==> config.mk <==
export PLATFORM = sky130hd
export DESIGN_NAME = asc_audio_serial
export DESIGN_NICKNAME = d
export VERILOG_FILES = /design/src/logic/asc_pkg.sv /design/src/logic/asc_audio_serial.sv /design/src/logic/asc_sample_fifo.sv
export VERILOG_INCLUDE_DIRS = /design/src /design/src/logic
export SDC_FILE = /design/constraint.sdc
export NUM_CORES = 1
export LEC_CHECK = 0
export ABC_AREA = 1
export BUFFER_PORTS_ARGS = -buffer_cell sky130_fd_sc_hd__buf_2
export CORE_MARGIN = 8
export CORE_UTILIZATION = 50
export DETAILED_ROUTE_END_ITERATION = 6
export HOLD_SLACK_MARGIN = 0.02
export PLACE_DENSITY = 0.66
export SLEW_MARGIN = 10
export SYNTH_ARGS = -nofsm -noshare
export SYNTH_HDL_FRONTEND = slang
export SYNTH_SLANG_ARGS = --single-unit
==> constraint.sdc <==
create_clock -name clock -period 3.9 [get_ports clock]
set_input_delay 0.39 -clock clock [delete_from_list [all_inputs] [get_ports clock]]
set_output_delay 0.39 -clock clock [all_outputs]
set_load 0.02 [all_outputs]
==> src/logic/asc_regs_map.svh <==
// Register offsets, field positions, reset values and timing counts of the audio serial block.
`ifndef ASC_REGS_MAP_SVH
`define ASC_REGS_MAP_SVH

`define ASC_ADDR_CFG0 16'hDF40
`define ASC_ADDR_CFG1 16'hDF41
`define ASC_ADDR_DATA_LOW 16'hDF42
`define ASC_ADDR_DATA_HIGH 16'hDF43
`define ASC_ADDR_WORD_COUNT 16'hDF44
`define ASC_ADDR_STATUS 16'hDF45
`define ASC_ADDR_CLKDIV0 16'hDF46
`define ASC_ADDR_CLKDIV1 16'hDF47
`define ASC_ADDR_CLKDIV2 16'hDF48

`define ASC_CFG0_EXPAND_BIT 5
`define ASC_CFG0_COMPRESS_BIT 4
`define ASC_CFG0_TX_MONO_BIT 3
`define ASC_CFG0_RX_MONO_BIT 2
`define ASC_CFG0_MASTER_BIT 1
`define ASC_CFG0_ENABLE_BIT 0
`define ASC_CFG1_WORDS_MSB 7
`define ASC_CFG1_WORDS_LSB 3
`define ASC_CFG1_TRIG_MSB 2
`define ASC_CFG1_TRIG_LSB 1
`define ASC_CFG1_LOC_BIT 0
`define ASC_STAT_TX_UNDERFLOW_BIT 7
`define ASC_STAT_RX_OVERFLOW_BIT 6
`define ASC_STAT_TX_PENDING_BIT 3
`define ASC_STAT_RX_PENDING_BIT 2

`define ASC_CFG0_RESET 8'h00
`define ASC_CFG1_RESET 8'h78
`define ASC_DATA_RESET 8'h00
`define ASC_CLKDIV0_RESET 8'h93
`define ASC_CLKDIV1_RESET 8'hE2
`define ASC_CLKDIV2_RESET 8'h04

`define ASC_ULAW_BIAS 16'h0084
`define ASC_ULAW_CLIP 16'h7F7B
`define ASC_WORD_COUNT_MAX 10'h3FF
`define ASC_FIFO_DEPTH 16

`define ASC_CLOCK_PERIOD_NS 10
`define ASC_SCLK_HALF_NS 40
`define ASC_SCLK_HALF_CYCLES (`ASC_SCLK_HALF_NS / `ASC_CLOCK_PERIOD_NS)

`endif

==> src/logic/asc_pkg.sv <==
// Types shared by the audio serial block.
package asc_pkg;

	typedef enum logic [1:0] {
		ASC_TRIG_NONE = 2'h0,
		ASC_TRIG_USB_FRAME = 2'h1,
		ASC_TRIG_PIN_EDGE = 2'h2,
		ASC_TRIG_TIMER = 2'h3
	} asc_trigger_type;

	typedef struct packed {
		logic [7:0] cfg0, cfg1, datLow, datHigh, wcntLow, clkDiv0, clkDiv1, clkDiv2, rdData;
		logic [1:0] wcntHigh;
		logic txUnderflow, rxOverflow, txRight, rxRight, txPending, rxPending, lowSinceHigh;
		logic [9:0] wordCounter;
		logic sclkMeta, sclkSync, sclkPrev, wsMeta, wsSync, wsPrev, sdMeta, sdSync;
		logic [7:0] divCount;
		logic genSclk, genWs;
		logic [4:0] bitCount;
		logic [15:0] txShift, rxShift, txHeld;
		logic sdOut;
	} asc_state_type;

endpackage

==> src/logic/asc_audio_serial.sv <==
// Audio serial interface: configuration, data registers, mu-law unit and serial engine.
// Behaviour
// - Disabled plus compress: squeeze written 16-bit word.
// - Enabled plus compress: squeeze each received sample.
// - Transmit mono repeats sample in both channels.
// - Receive mono drops right-channel samples.
// - Master bit selects generated or pin clocks.
// - Disabled link keeps mu-law unit usable.
// - Word-size field is sample length minus one.
// - Master word select toggles after each sample.
// - Trigger field selects word-counter copy source.
// - Location bit picks first or second pins.
// - Enabled link owns its pins.
// - Two high writes clear transmit low byte.
// - Deep-sleep wake resets the low data byte.
// - Saturating word counter copied and cleared.
// - High byte access clears receive/transmit flags.
`include "asc_regs_map.svh"
`timescale 1ns/1ps
`default_nettype none

module asc_audio_serial
	import asc_pkg::*;
(
	input wire logic clock, // System clock, 100 MHz.
	input wire logic rst_b, // Asynchronous reset, active low.
	input wire logic [15:0] regAddr, // Data-space byte address.
	input wire logic regWrite, // One-cycle write strobe.
	input wire logic regRead, // One-cycle read strobe.
	input wire logic [7:0] regWdata, // Write data.
	output logic [7:0] regRdata, // Read data, valid the cycle after regRead.
	input wire logic wakeFromDeepSleep, // Pulse on return from sleep level two or three.
	input wire logic usbFrameStart, // Start-of-frame pulse.
	input wire logic pinEdgeTrigger, // Pin transition pulse.
	input wire logic timerOneCompareZero, // Timer compare pulse.
	input wire logic serialClockIn, // Bit clock from the pin.
	input wire logic wordSelectIn, // Word select from the pin.
	input wire logic serialDataIn, // Receive data from the pin.
	output logic serialClockOut, // Generated bit clock.
	output logic serialClockOe, // Bit clock driven.
	output logic wordSelectOut, // Generated word select.
	output logic wordSelectOe, // Word select driven.
	output logic serialDataOut, // Transmit data.
	output logic serialDataOe, // Transmit data driven.
	output logic pinLocationSel, // 0 first pin set, 1 second pin set.
	output logic pinsOwned, // Link takes its pins over other users.
	output logic txReady, // Transmit FIFO can take a sample.
	output logic txPendingFlag, // Transmit buffer wants data.
	output logic rxPendingFlag // Receive buffer holds data.
);

	localparam asc_state_type RESET_STATE = '{
		cfg0: `ASC_CFG0_RESET,
		cfg1: `ASC_CFG1_RESET,
		datLow: `ASC_DATA_RESET,
		datHigh: `ASC_DATA_RESET,
		clkDiv0: `ASC_CLKDIV0_RESET,
		clkDiv1: `ASC_CLKDIV1_RESET,
		clkDiv2: `ASC_CLKDIV2_RESET,
		default: '0
	};
	localparam logic [7:0] HALF_LAST = 8'(`ASC_SCLK_HALF_CYCLES - 1);

	asc_state_type st;
	asc_state_type next_st;
	logic enabled;
	logic master;
	logic doCompress;
	logic doExpand;
	logic hiWrite;
	logic loWrite;
	logic hiRead;
	logic divTick;
	logic riseEv;
	logic fallEv;
	logic wsNow;
	logic trigHit;
	logic [4:0] wordSize;
	logic [15:0] txWord;
	logic [15:0] rxWord;
	logic fifoPush;
	logic fifoInReady;
	logic fifoOutValid;
	logic fifoPop;
	logic [15:0] fifoOutData;

	////////////////////////////////////////////////////////////////////////////////

	function automatic logic [7:0] ulawCompress(input logic [15:0] sample);
		logic sign;
		logic [15:0] mag;
		logic [2:0] expo;
		logic [3:0] mant;
		sign = sample[15];
		mag = sign ? 16'(~sample + 16'h0001) : sample;
		if (mag > `ASC_ULAW_CLIP) begin
			mag = `ASC_ULAW_CLIP;
		end
		mag = 16'(mag + `ASC_ULAW_BIAS);
		expo = 3'h0;
		for (int i = 0; i < 8; i++) begin
			if (mag[i + 7]) begin
				expo = 3'(i);
			end
		end
		mant = 4'(mag >> ({1'b0, expo} + 4'h3));
		return ~{sign, expo, mant};
	endfunction

	function automatic logic [15:0] ulawExpand(input logic [7:0] code);
		logic [7:0] inv;
		logic [15:0] mag;
		inv = ~code;
		mag = 16'(({9'h000, inv[3:0], 3'h0} + `ASC_ULAW_BIAS) << inv[6:4]);
		return inv[7] ? 16'(`ASC_ULAW_BIAS - mag) : 16'(mag - `ASC_ULAW_BIAS);
	endfunction

	////////////////////////////////////////////////////////////////////////////////

	assign enabled = st.cfg0[`ASC_CFG0_ENABLE_BIT];
	assign master = st.cfg0[`ASC_CFG0_MASTER_BIT];
	assign doCompress = st.cfg0[`ASC_CFG0_COMPRESS_BIT];
	assign doExpand = st.cfg0[`ASC_CFG0_EXPAND_BIT];
	assign wordSize = st.cfg1[`ASC_CFG1_WORDS_MSB:`ASC_CFG1_WORDS_LSB];
	assign hiWrite = regWrite && regAddr == `ASC_ADDR_DATA_HIGH;
	assign loWrite = regWrite && regAddr == `ASC_ADDR_DATA_LOW;
	assign hiRead = regRead && regAddr == `ASC_ADDR_DATA_HIGH;

	// Master mode runs the bit clock from a divider; slave mode finds edges of the synced pin.
	assign divTick = st.divCount == HALF_LAST;
	assign riseEv = enabled && (master ? (divTick && !st.genSclk) :
		(st.sclkSync && !st.sclkPrev));
	assign fallEv = enabled && (master ? (divTick && st.genSclk) :
		(!st.sclkSync && st.sclkPrev));
	assign wsNow = master ? st.genWs : st.wsSync;

	always_comb begin
		case (asc_trigger_type'(st.cfg1[`ASC_CFG1_TRIG_MSB:`ASC_CFG1_TRIG_LSB]))
			ASC_TRIG_USB_FRAME: trigHit = usbFrameStart;
			ASC_TRIG_PIN_EDGE: trigHit = pinEdgeTrigger;
			ASC_TRIG_TIMER: trigHit = timerOneCompareZero;
			default: trigHit = 1'b0;
		endcase
	end

	// A high write with no low write since the last one sends a zero low byte.
	assign txWord = doExpand ? ulawExpand(regWdata) :
		{regWdata, st.lowSinceHigh ? st.datLow : 8'h00};
	assign fifoPush = hiWrite && enabled;
	assign rxWord = {st.rxShift[14:0], st.sdSync};

	////////////////////////////////////////////////////////////////////////////////

	always_comb begin
		next_st = st;
		next_st.sclkMeta = serialClockIn;
		next_st.sclkSync = st.sclkMeta;
		next_st.sclkPrev = st.sclkSync;
		next_st.wsMeta = wordSelectIn;
		next_st.wsSync = st.wsMeta;
		next_st.sdMeta = serialDataIn;
		next_st.sdSync = st.sdMeta;
		fifoPop = 1'b0;

		// Register reads; data is registered and valid in the cycle after the strobe.
		if (regRead) begin
			case (regAddr)
				`ASC_ADDR_CFG0: next_st.rdData = st.cfg0;
				`ASC_ADDR_CFG1: next_st.rdData = st.cfg1;
				`ASC_ADDR_DATA_LOW: next_st.rdData = st.datLow;
				`ASC_ADDR_DATA_HIGH: next_st.rdData = st.datHigh;
				`ASC_ADDR_WORD_COUNT: next_st.rdData = st.wcntLow;
				`ASC_ADDR_STATUS: next_st.rdData = {st.txUnderflow, st.rxOverflow, st.txRight,
					st.rxRight, st.txPending, st.rxPending, st.wcntHigh};
				`ASC_ADDR_CLKDIV0: next_st.rdData = st.clkDiv0;
				`ASC_ADDR_CLKDIV1: next_st.rdData = st.clkDiv1;
				`ASC_ADDR_CLKDIV2: next_st.rdData = st.clkDiv2;
				default: next_st.rdData = 8'h00;
			endcase
		end
		if (hiRead) begin
			next_st.rxPending = 1'b0;
		end

		// Register writes.
		if (regWrite) begin
			case (regAddr)
				`ASC_ADDR_CFG0: next_st.cfg0 = regWdata;
				`ASC_ADDR_CFG1: next_st.cfg1 = regWdata;
				`ASC_ADDR_CLKDIV0: next_st.clkDiv0 = regWdata;
				`ASC_ADDR_CLKDIV1: next_st.clkDiv1 = regWdata;
				`ASC_ADDR_CLKDIV2: next_st.clkDiv2 = regWdata;
				`ASC_ADDR_STATUS: begin
					next_st.txUnderflow = regWdata[`ASC_STAT_TX_UNDERFLOW_BIT];
					next_st.rxOverflow = regWdata[`ASC_STAT_RX_OVERFLOW_BIT];
					next_st.txPending = st.txPending | regWdata[`ASC_STAT_TX_PENDING_BIT];
					next_st.rxPending = next_st.rxPending | regWdata[`ASC_STAT_RX_PENDING_BIT];
				end
				default: ;
			endcase
		end
		if (loWrite) begin
			next_st.datLow = regWdata;
			next_st.lowSinceHigh = 1'b1;
		end
		if (hiWrite) begin
			next_st.lowSinceHigh = 1'b0;
			next_st.txPending = 1'b0;
			next_st.datHigh = regWdata;
			// The stand-alone unit settles in one cycle; software keeps only one option set.
			if (!enabled && doExpand && !doCompress) begin
				{next_st.datHigh, next_st.datLow} = ulawExpand(regWdata);
			end else if (!enabled && doCompress && !doExpand) begin
				next_st.datHigh = ulawCompress({regWdata, st.datLow});
			end
			if (enabled && !st.cfg0[`ASC_CFG0_TX_MONO_BIT]) begin
				next_st.txRight = !st.txRight;
			end else begin
				next_st.txRight = 1'b0;
			end
		end

		// Word counter: a copy triggered in the same cycle as a word-select change keeps that
		// change, so no transition is lost between two readings.
		if (trigHit || (regWrite && regAddr == `ASC_ADDR_WORD_COUNT)) begin
			next_st.wcntLow = st.wordCounter[7:0];
			next_st.wcntHigh = st.wordCounter[9:8];
			next_st.wordCounter = 10'h000;
		end

		// Master clock and word-select generation.
		if (enabled && master) begin
			next_st.divCount = divTick ? 8'h00 : 8'(st.divCount + 8'h01);
			if (divTick) begin
				next_st.genSclk = !st.genSclk;
				if (st.genSclk) begin
					if (st.bitCount == wordSize) begin
						next_st.genWs = !st.genWs;
						next_st.bitCount = 5'h00;
					end else begin
						next_st.bitCount = 5'(st.bitCount + 5'h01);
					end
				end
			end
		end else begin
			next_st.divCount = 8'h00;
			next_st.genSclk = 1'b0;
			next_st.genWs = 1'b0;
			next_st.bitCount = 5'h00;
		end

		// Word select is tracked while off, so enabling never sees a stale level change.
		if (!enabled) begin
			next_st.wsPrev = wsNow;
		end

		// Serial engine: sample on rising bit-clock edges, shift out on falling ones.
		if (riseEv) begin
			next_st.rxShift = rxWord;
			next_st.wsPrev = wsNow;
			if (wsNow != st.wsPrev) begin
				if (next_st.wordCounter != `ASC_WORD_COUNT_MAX) begin
					next_st.wordCounter = 10'(next_st.wordCounter + 10'h001);
				end
				// The bit taken at a word-select change closes the previous channel.
				if (!(st.cfg0[`ASC_CFG0_RX_MONO_BIT] && st.wsPrev)) begin
					if (doCompress) begin
						next_st.datHigh = ulawCompress(rxWord);
					end else begin
						{next_st.datHigh, next_st.datLow} = rxWord;
					end
					next_st.rxOverflow = next_st.rxOverflow | next_st.rxPending;
					next_st.rxPending = 1'b1;
					next_st.rxRight = st.wsPrev;
				end
				if (!wsNow || !st.cfg0[`ASC_CFG0_TX_MONO_BIT]) begin
					if (fifoOutValid) begin
						fifoPop = 1'b1;
						next_st.txShift = fifoOutData;
						next_st.txHeld = fifoOutData;
						next_st.txPending = 1'b1;
					end else begin
						next_st.txShift = 16'h0000;
						next_st.txHeld = 16'h0000;
						next_st.txUnderflow = 1'b1;
					end
				end else begin
					next_st.txShift = st.txHeld;
				end
			end
		end
		if (fallEv) begin
			next_st.sdOut = st.txShift[15];
			next_st.txShift = {st.txShift[14:0], 1'b0};
		end

		// Returning from the deepest sleep levels leaves both data bytes at reset.
		if (wakeFromDeepSleep) begin
			next_st.datLow = `ASC_DATA_RESET;
			next_st.datHigh = `ASC_DATA_RESET;
		end
	end

	always_ff @(posedge clock or negedge rst_b) begin
		if (!rst_b) begin
			st <= RESET_STATE;
		end else begin
			st <= next_st;
		end
	end

	////////////////////////////////////////////////////////////////////////////////

	// Samples written while the FIFO is full are dropped; software watches txReady.
	asc_sample_fifo #(
		.WIDTH(16),
		.DEPTH(`ASC_FIFO_DEPTH)
	) txFifo (
		.clock(clock),
		.rst_b(rst_b),
		.inValid(fifoPush),
		.inReady(fifoInReady),
		.inData(txWord),
		.outValid(fifoOutValid),
		.outReady(fifoPop),
		.outData(fifoOutData)
	);

	assign regRdata = st.rdData;
	assign txReady = fifoInReady;
	assign serialClockOut = st.genSclk;
	assign serialClockOe = enabled && master;
	assign wordSelectOut = st.genWs;
	assign wordSelectOe = enabled && master;
	assign serialDataOut = st.sdOut;
	assign serialDataOe = enabled;
	assign pinLocationSel = st.cfg1[`ASC_CFG1_LOC_BIT];
	assign pinsOwned = enabled;
	assign txPendingFlag = st.txPending;
	assign rxPendingFlag = st.rxPending;

endmodule
`default_nettype wire

==> src/logic/asc_sample_fifo.sv <==
// Sample FIFO with valid and ready on both sides and a registered head word.
`timescale 1ns/1ps
`default_nettype none

module asc_sample_fifo #(
	parameter int WIDTH = 16,
	parameter int DEPTH = 16
) (
	input wire logic clock, // System clock.
	input wire logic rst_b, // Asynchronous reset, active low.
	input wire logic inValid, // Producer offers a word.
	output logic inReady, // Room for a word.
	input wire logic [WIDTH-1:0] inData, // Word offered.
	output logic outValid, // Head word present.
	input wire logic outReady, // Consumer takes the head word.
	output logic [WIDTH-1:0] outData // Head word.
);

	localparam int AW = $clog2(DEPTH);

	typedef struct packed {
		logic [DEPTH-1:0][WIDTH-1:0] mem;
		logic [AW-1:0] wrPtr, rdPtr;
		logic [AW:0] count;
		logic [WIDTH-1:0] head;
	} asc_fifo_state_type;

	asc_fifo_state_type st;
	asc_fifo_state_type next_st;
	logic push;
	logic pop;

	////////////////////////////////////////////////////////////////////////////////

	assign inReady = st.count != (AW + 1)'(DEPTH);
	assign outValid = st.count != '0;
	assign outData = st.head;
	assign push = inValid & inReady;
	assign pop = outValid & outReady;

	always_comb begin
		next_st = st;
		if (push) begin
			next_st.mem[st.wrPtr] = inData;
			next_st.wrPtr = AW'(st.wrPtr + 1'b1);
		end
		if (pop) begin
			next_st.rdPtr = AW'(st.rdPtr + 1'b1);
		end
		next_st.count = (AW + 1)'(st.count + {AW'(0), push} - {AW'(0), pop});
		// The head is refreshed every cycle so a word pushed into an empty FIFO shows next cycle.
		next_st.head = next_st.mem[next_st.rdPtr];
	end

	always_ff @(posedge clock or negedge rst_b) begin
		if (!rst_b) begin
			st <= '0;
		end else begin
			st <= next_st;
		end
	end

endmodule
`default_nettype wire

* Word level (Yosys, flattened, before mapping) *
Index checks and enable logic that the tools add are counted.

word-level totals
  bits in registers = 448
  input bits = 35
  logic and storage cells = 254
  output and inout port bits = 19

operators by class
  mux-type cells = 99
  add/sub/neg operators = 16
  eq/ne operators = 21
  shift-type cells = 3
  reduce and logical (&&, ||, !) cells = 45
  bitwise gates (word level) = 11
  $lt $le $gt $ge = 5

operator list
  kind                                                                               count
  16-bit two-way mux                                                                 25
  260-bit two-way mux                                                                1
  256-bit bitwise mux                                                                1
  16-bit equality test, second input constant                                        9
  8-bit case mux with 9 select lines                                                 1
  16-bit binary-select mux with 4-bit select                                         1
  16-bit demux with 4-bit select                                                     1
  8-bit two-way mux                                                                  8
  3-bit two-way mux                                                                  19
  48-bit two-way mux                                                                 1
  10-bit two-way mux                                                                 4
  16-bit by 1-bit adder with 16-bit output, second input constant                    2
  16-bit by 8-bit adder with 16-bit output, second input constant                    2
  16-bit by 15-bit greater-than comparator with 1-bit output, second input constant  2
  16-bit NOT                                                                         2
  16-bit by 4-bit right shift with 4-bit output                                      2
  8-bit NOT                                                                          3
  1-bit two-way mux                                                                  23
  1-bit logical AND                                                                  19
  2-bit two-way mux                                                                  8
  2-bit AND reduction                                                                8
  9-bit by 3-bit << shifter with 16-bit output                                       1
  16-bit by 8-bit subtractor with 16-bit output, second input constant               1
  8-bit by 16-bit subtractor with 16-bit output, first input constant                1
  other kinds (32)                                                                   55

* Longest topological paths before layout *
Gate-level depths: netlist of the first run.

  depth in word-level cells = 30
  depth in mapped cells = 35
  mapped depth without buffers = 35

* Hierarchy *
A second synthesis of the first run with hierarchy kept.

second synthesis, totals
  cell total of the unflattened synthesis = 4019
  area total of the unflattened synthesis = 27362.5 sq um

modules (own cells, without submodules)
  module            cells each  sequential area each (sq um)  area each (sq um)  times used
  asc_sample_fifo   2488        7131.8                        16682.2            1
  asc_audio_serial  1531        4070.2                        10680.2            1

* Worst setup path after synthesis of the first run *
No wires, ideal clock.

  path type = reg2reg
  from = register st (netlist bit rxWord[1])
  to = register st[132] (netlist bit)
  stages on the path, launching flop included = 34
  library setup time = 0.134 ns
  required time = 3.766 ns
  setup slack = 0.523 ns
  buffers on the path = 2
  arrival = 3.243 ns
  cell sequence = dfrtp_1 inv_1 ha_1 inv_1 nand2_1 xor2_1 inv_1 nand2_1 nor2_4 nand3_2 nand2_2 nand2_1 inv_2 nand2_4 nand2_4 buf_6 nor2_1 ha_1 nand3_1 nand2_1 nand3_1 inv_1 nand3_1 nand2_2 clkinv_2 buf_6 nand3_1 nand3_1 nand2_1 inv_1 nand3_1 nand2_1 inv_1 a21oi_2

RTL lines
  element                   line                     RTL
  start: declaration        asc_audio_serial.sv:64   asc_state_type st;
  start signal: assignment  asc_audio_serial.sv:308  st <= next_st;

==> results.yml, run 1 <==
status:
  status: "finished clean"
critical_path:
  max_stage_delay_ps: 390
  crit_required_ps: 4380
  cp.arrival_ps: 4070
  crit_start: "rxWord[0]"
  end_kind: "register"
  crit_buf_inv: 7
  setup.worst_path.start_class: "register"
  r2r-start: "rxWord[0]"
  path_max_fanout: 9
  crit_top_cell: "nand2_1"
  path_delay_family: "simple AND/OR/NAND/NOR gates"
  path_class: "reg -> reg"
  crit_slowest_cell: "dfrtp_1"
  r2r_slack_ps: 300
power:
  design_power_total_mw: 9.85
  power.density_nw_per_um2: 359
  p_leak_nw: 14.0
  vdd_drop_max_v: 0.000345
synth:
  syn_nets: 3130
  syn_avg_cell_area_sq_um: 7.79
  synth.area.top_cells: "dfrtp_1, nand2_1, o21ai_0, inv_1, nand3_1"
  synthCells: 3074
  yosysTopAreaCell: "dfrtp_1"
  synth_top_area_share_pct: 45.4
  ys_ff_latch: 447
  syn-cell-area_sq_um: 23900
  synth_top_flop_cell: "dfrtp_1"
  ys_seq_area_share_pct: 46.8
  yosysWarnings: 0
  synth-async-reset-ratio_pct: 100
  synth_edf_count: 0
  synth_cell_types: 65
run:
  max-cap-violations: 0
sta:
  slew_viol_final: 0
  finalCritPeriodShare_pct: 92.2
  period_needed_ps: 3600
  fmax_mhz: 278
  setup_viol: 0
  tightest_slew_ps: 932
  setup_tns_ps: 0
  clock-skew-final_ps: 22.8
  hold_viol_final: 0
  maxSlewHeadroom_pct: 37.9
  setup_slack_ps: 304
global_routing:
  antenna_found_initial: 0
  track_usage_pct: 25.1
  grt_overflow_total: 0
  grt_max_degree: 99
  grt_pass1_vias: 20723
  grt_pass1_wl_mm: 113
final_layout:
  drive_gt1_share_pct: 14.6
  syn_to_final_growth_pct: 14.6
  num-nets-final: 3238
  antenna_cells: 0
route:
  via_count: 21532
  firstDrtPassIters: 5
  wl_mm: 70.7
  drc: 0
  wire_per_inst_um: 18.4
  post_drt_via_cell_ratio: 5.61
  drt_iter0_markers: 2085
  antenna_left: 0
cts:
  cts_buffers: 49
  htreeDepth: 2
  insertion_delay_ps: 600
  cts.sinks: 447
  root_buffer: "clkbuf_16"
  cts_tree: "yes"
  clkTransAtPathRegs_ps: 60
  clock_path_buffers: 3
floorplan:
  dieArea_sq_um: 55100
  die_w_um: 235
  rows: 80
  start_util_pct: 50.4
  die_y_um: 235
  ios: 54
  coreArea_sq_um: 47500
placed_design:
  dp_hpwl_mm: 50.1
  place.gp.congestion: 0.918
  portBuffers: 53
  dp_slack_ps: 97.0
min_path:
  hold_class: "in -> reg"
  min-delay-start: "wakeFromDeepSleep"
what timing repair did:
item / in CTS / in global routing
endpoints found under the hold margin: 95 / 0
hold buffers: 4 / 0
resized for setup: 0 / 20
buffers inserted: 0 / 4
setup endpoints to repair: 0 / 4
routing by layer:
layer | GRT usage (%) | part of all wire (%) | up-vias
li1 | - | - | 10316
met1 | 34.2 | 45 | 10336
met2 | 40.5 | 46 | 749
met3 | 3.89 | 5.9 | 131
met4 | 8.70 | 3.2 | 0
met5 | 0 | 0 | -
metrics by stage:
stage,area [sq um],hold WS [ps],instances,utilization (%)
floorplan,23900,94.4,3074,-
global placement,25700,338,3738,54.0
detailed placement,25700,336,3738,54.0
CTS,27300,127,3832,57.5
global route,27400,154,3836,57.7
finish,27400,156,3836,57.7
flip-flops by register name (all words and copies together) (netlist names):
register and count:
serialDataOut 1, txFifo.outData 16, txPendingFlag 1, rxWord 16, master 1, st 124, regRdata 8, doCompress 1
rxPendingFlag 1, pinLocationSel 1, serialClockOut 1, doExpand 1, wordSelectOut 1, next_st 4, pinsOwned 1, txFifo.st 269
cells by family (layout without fill, tap and decap cells):
group / after synthesis / count (layout) / share of synthesized area [%]
flip-flops: 447 / 447 / 46.8
buffers and inverters: 529 / 676 / 8.80
multiplexers: 24 / 24 / 1.05
AND/OR/NAND/NOR: 1247 / 1247 / 22.5
AO/OA/AOI/OAI: 769 / 769 / 18.3
adder cells (fa/ha/maj): 21 / 21 / 1.13
XOR/XNOR: 37 / 37 / 1.42
worst paths after layout:
kind	depth (start not counted)	end
hold / removal	2	st[132]
max in group asynchronous	3	st[119]
min in group asynchronous	2	st[132]
hold reg to reg	0	st[67]
setup / recovery	32	st[134]
setup reg to reg	32	st[134]
area by class of cell:
class | instances | area [sq um]
clock inverters | 15 | 164
fillers | 4387 | 20100
multi-input cells | 2098 | 10700
inverters | 376 | 1420
clock buffers | 75 | 1440
well taps | 615 | 769
flip-flops and latches | 447 | 11200
repair buffers | 210 | 1720
cells in the mapped netlist, types with 6 or more instances:
cell and instances:
a21oi_1 103, o211ai_1 39, nand2_2 19, nand3_1 154
mux2_2 8, nand3_2 7, inv_2 29, o21ai_0 422
nor4_1 7, mux2i_1 16, nor2_4 6, buf_2 29
nand4_1 20, o21ai_1 54, ha_1 20, o221ai_1 27
a22oi_1 8, xor2_1 28, o21ai_2 7, o22ai_1 22
nand2_1 738, dfstp_2 13, a221oi_1 22, buf_4 16
nor3_1 20, inv_1 338, clkbuf_1 102, or2_2 48
o21a_1 25, nor2_2 15, dfrtp_1 434, clkinv_1 7
nor2_1 193, a31oi_1 12, xnor2_1 7
layout by cell type, fill, tap and decap left out, types with 52 or more instances in the layout:
cell / instances
a21oi_1: 103
o21ai_0: 421
buf_2: 52
dfrtp_1: 434
nor2_1: 193
nand2_1: 732
buf_4: 132
inv_1: 338
nand3_1: 152
o21ai_1: 54
worst reg2reg max path, delay by kind of cell (launching register included):
kind                       cells  cell delay, ps
and+or+nand+nor               21            1880
DFF                            1             390
buffers and inverters          7             440
AOI/OAI and AO/OA              1             180
xor gates and xnor gates       1             180
adders and majority gates      2             430
report_power, final:
part	leakage [nW]	switching (mW)	internal, mW
combinational	7.10	0.379	0.175
sequential	6.08	0.0186	4.66
clock	0.784	1.93	2.68
total	14.0	2.33	7.52
Power figures use the tool's default switching activity.
==> run 2, diff against run 1 <==
--- a/config.mk
+++ b/config.mk
@@ -9,10 +9,10 @@
 export ABC_AREA = 1
 export BUFFER_PORTS_ARGS = -buffer_cell sky130_fd_sc_hd__buf_2
 export CORE_MARGIN = 8
-export CORE_UTILIZATION = 50
+export CORE_UTILIZATION = 45
 export DETAILED_ROUTE_END_ITERATION = 6
 export HOLD_SLACK_MARGIN = 0.02
-export PLACE_DENSITY = 0.66
+export SKIP_LAST_GASP = 1
 export SLEW_MARGIN = 10
 export SYNTH_ARGS = -nofsm -noshare
 export SYNTH_HDL_FRONTEND = slang
==> results.yml, run 2 (synthesis gave the netlist of run 1 again) <==
status:
  status: "finished clean"
placed_design:
  portBuffers: 53
  post_dp_cell_area_sq_um: 25600
  dp_hpwl_mm: 51.1
  place.gp.congestion: 0.980
sta:
  rsz0062_at_grt: "yes"
  period_needed_ps: 3610
  maxSlewHeadroom_pct: 37.9
  clock-skew-final_ps: 17.2
  slew_viol_final: 0
  hold_viol_final: 0
  fmax_mhz: 277
  setup_viol: 0
  finalCritPeriodShare_pct: 92.5
  tightest_slew_ps: 929
  setup_tns_ps: 0
final_layout:
  final_area_sq_um: 27500
  mostFrequentLayoutCells: "nand2_1, dfrtp_1, o21ai_0, inv_1, nor2_1"
  antenna_cells: 0
  largest-register: "txFifo.st"
  drive_gt1_share_pct: 14.4
  num-nets-final: 3227
  nFillCells: 5047
  syn_to_final_growth_pct: 14.8
  reg.largest.list: "txFifo.st x269, st x124"
  final_common_cell: "nand2_1"
  largest_register_ffs: 269
critical_path:
  path_class: "reg -> reg"
  crit_slowest_cell: "dfrtp_1"
  cp.arrival_ps: 4090
  crit_required_ps: 4390
  max_stage_delay_ps: 390
  end_kind: "register"
  path_max_fanout: 9
  setup.worst_path.start_class: "register"
global_routing:
  grt_pass1_vias: 20653
  grt_max_degree: 84
  use_met2_pct: 38.1
  antenna_found_initial: 0
  met3_usage_pct: 3.63
  top_usage_layer: "met2"
  grt_pass1_wl_mm: 116
  met1_usage_pct: 32.4
  track_usage_pct: 23.6
  grt_overflow_total: 0
floorplan:
  rows: 84
  dieArea_sq_um: 60800
  die_w_um: 247
  die_y_um: 247
  ios: 54
  start_util_pct: 45.6
  coreArea_sq_um: 52600
cts:
  htreeDepth: 2
  clock_path_buffers: 3
  cts_buffers: 49
  clkTransAtPathRegs_ps: 60
  root_buffer: "clkbuf_16"
  cts.sinks: 447
  cts_tree: "yes"
  insertion_delay_ps: 590
route:
  drc: 0
  post_drt_via_cell_ratio: 5.48
  firstDrtPassIters: 6
  via_count: 21354
  wire_per_inst_um: 18.6
  wl_mm: 72.6
  antenna_left: 0
  drt_iter0_markers: 1828
power:
  p_clk_share_pct: 48.8
  vdd_drop_max_v: 0.000341
  netSwitchingPower_mw: 2.36
  pwr-share-comb_pct: 5.4
  switching_share_pct: 23.1
  power_frac_seq_pct: 45.8
  power.density_nw_per_um2: 372
  internal_power_mw: 7.87
  design_power_total_mw: 10.2
  p_leak_nw: 13.9
run:
  max-cap-violations: 0
min_path:
  hold_class: "in -> reg"
## run 2: cell count changes in the layout (fill, tap and decap cells not counted), sizes merged
cell	before	now
clkinv	17	19
buf	206	195
clkinvlp	1	2
inv	371	367
bufinv	2	7
clkbuf	75	72
## run 2: repair_timing
action | CTS | global route
endpoints found under the setup margin | 0 | 11
hold endpoints to repair | 63 | 0
setup buffers | 0 | 2
hold buffers | 4 | 0
resized for setup | 0 | 14
## run 2: path summary, 6_finish.rpt
path,slack (ps),cells past startpoint,to,startpoint
hold reg to reg,350,0,next_st[69],next_st[70]
setup reg to reg,290,32,st[134],rxWord[0]
hold / removal,150,2,st[132],wakeFromDeepSleep
setup / recovery,290,32,st[134],rxWord[0]
max in group asynchronous,2510,3,txFifo.st[127],rst_b
min in group asynchronous,360,2,st[132],rst_b
## run 2: cell type report
class | count | area (sq um) | area share [%]
repair buffers | 199 | 1540 | 5.62
flip-flops and latches | 447 | 11200 | 40.8
inverters | 376 | 1420 | 5.18
multi-input cells | 2098 | 10700 | 39.0
clock inverters | 19 | 292 | 1.06
well taps | 688 | 861 | 3.13
clock buffers | 72 | 1440 | 5.25
## run 2: power by group through the flow
stage	sequential [mW]	combinational (mW)	clock, mW
after floorplan	4.76	0.261	0
after global placement	4.76	0.540	0
after detailed placement	4.76	0.548	0
after CTS	4.68	0.554	5.11
after global routing	4.68	0.618	5.27
final	4.68	0.554	4.99
## run 2: metrics by stage
step	hold slack [ps]	cells	worst slack [ps]	util [%]
6_report	150	3899	294	52.3
3_3_place_gp	334	3802	113	48.8
5_1_grt	169	3899	-47.5	52.3
2_1_floorplan	94.4	3074	523	-
3_5_place_dp	340	3802	57.6	48.8
4_1_cts	114	3897	94.0	52.1
## run 2: worst max-delay path: cells and delay by family (launching register included)
kind	cells	cell delay, ps
and+or+nand+nor	21	1930
buffers and inverters	7	470
DFF	1	390
adders and majority gates	2	390
xor gates and xnor gates	1	170
AOI/OAI and AO/OA	1	150
## run 2: metal layers
layer  vias to the layer above  share of wire [%]  wire (um)
li1                      10304                  -          -
met1                     10275                 45      32800
met2                       629                 46      33300
met3                       146                5.8       4200
met4                         0                3.1       2270
met5                         -                  0          0
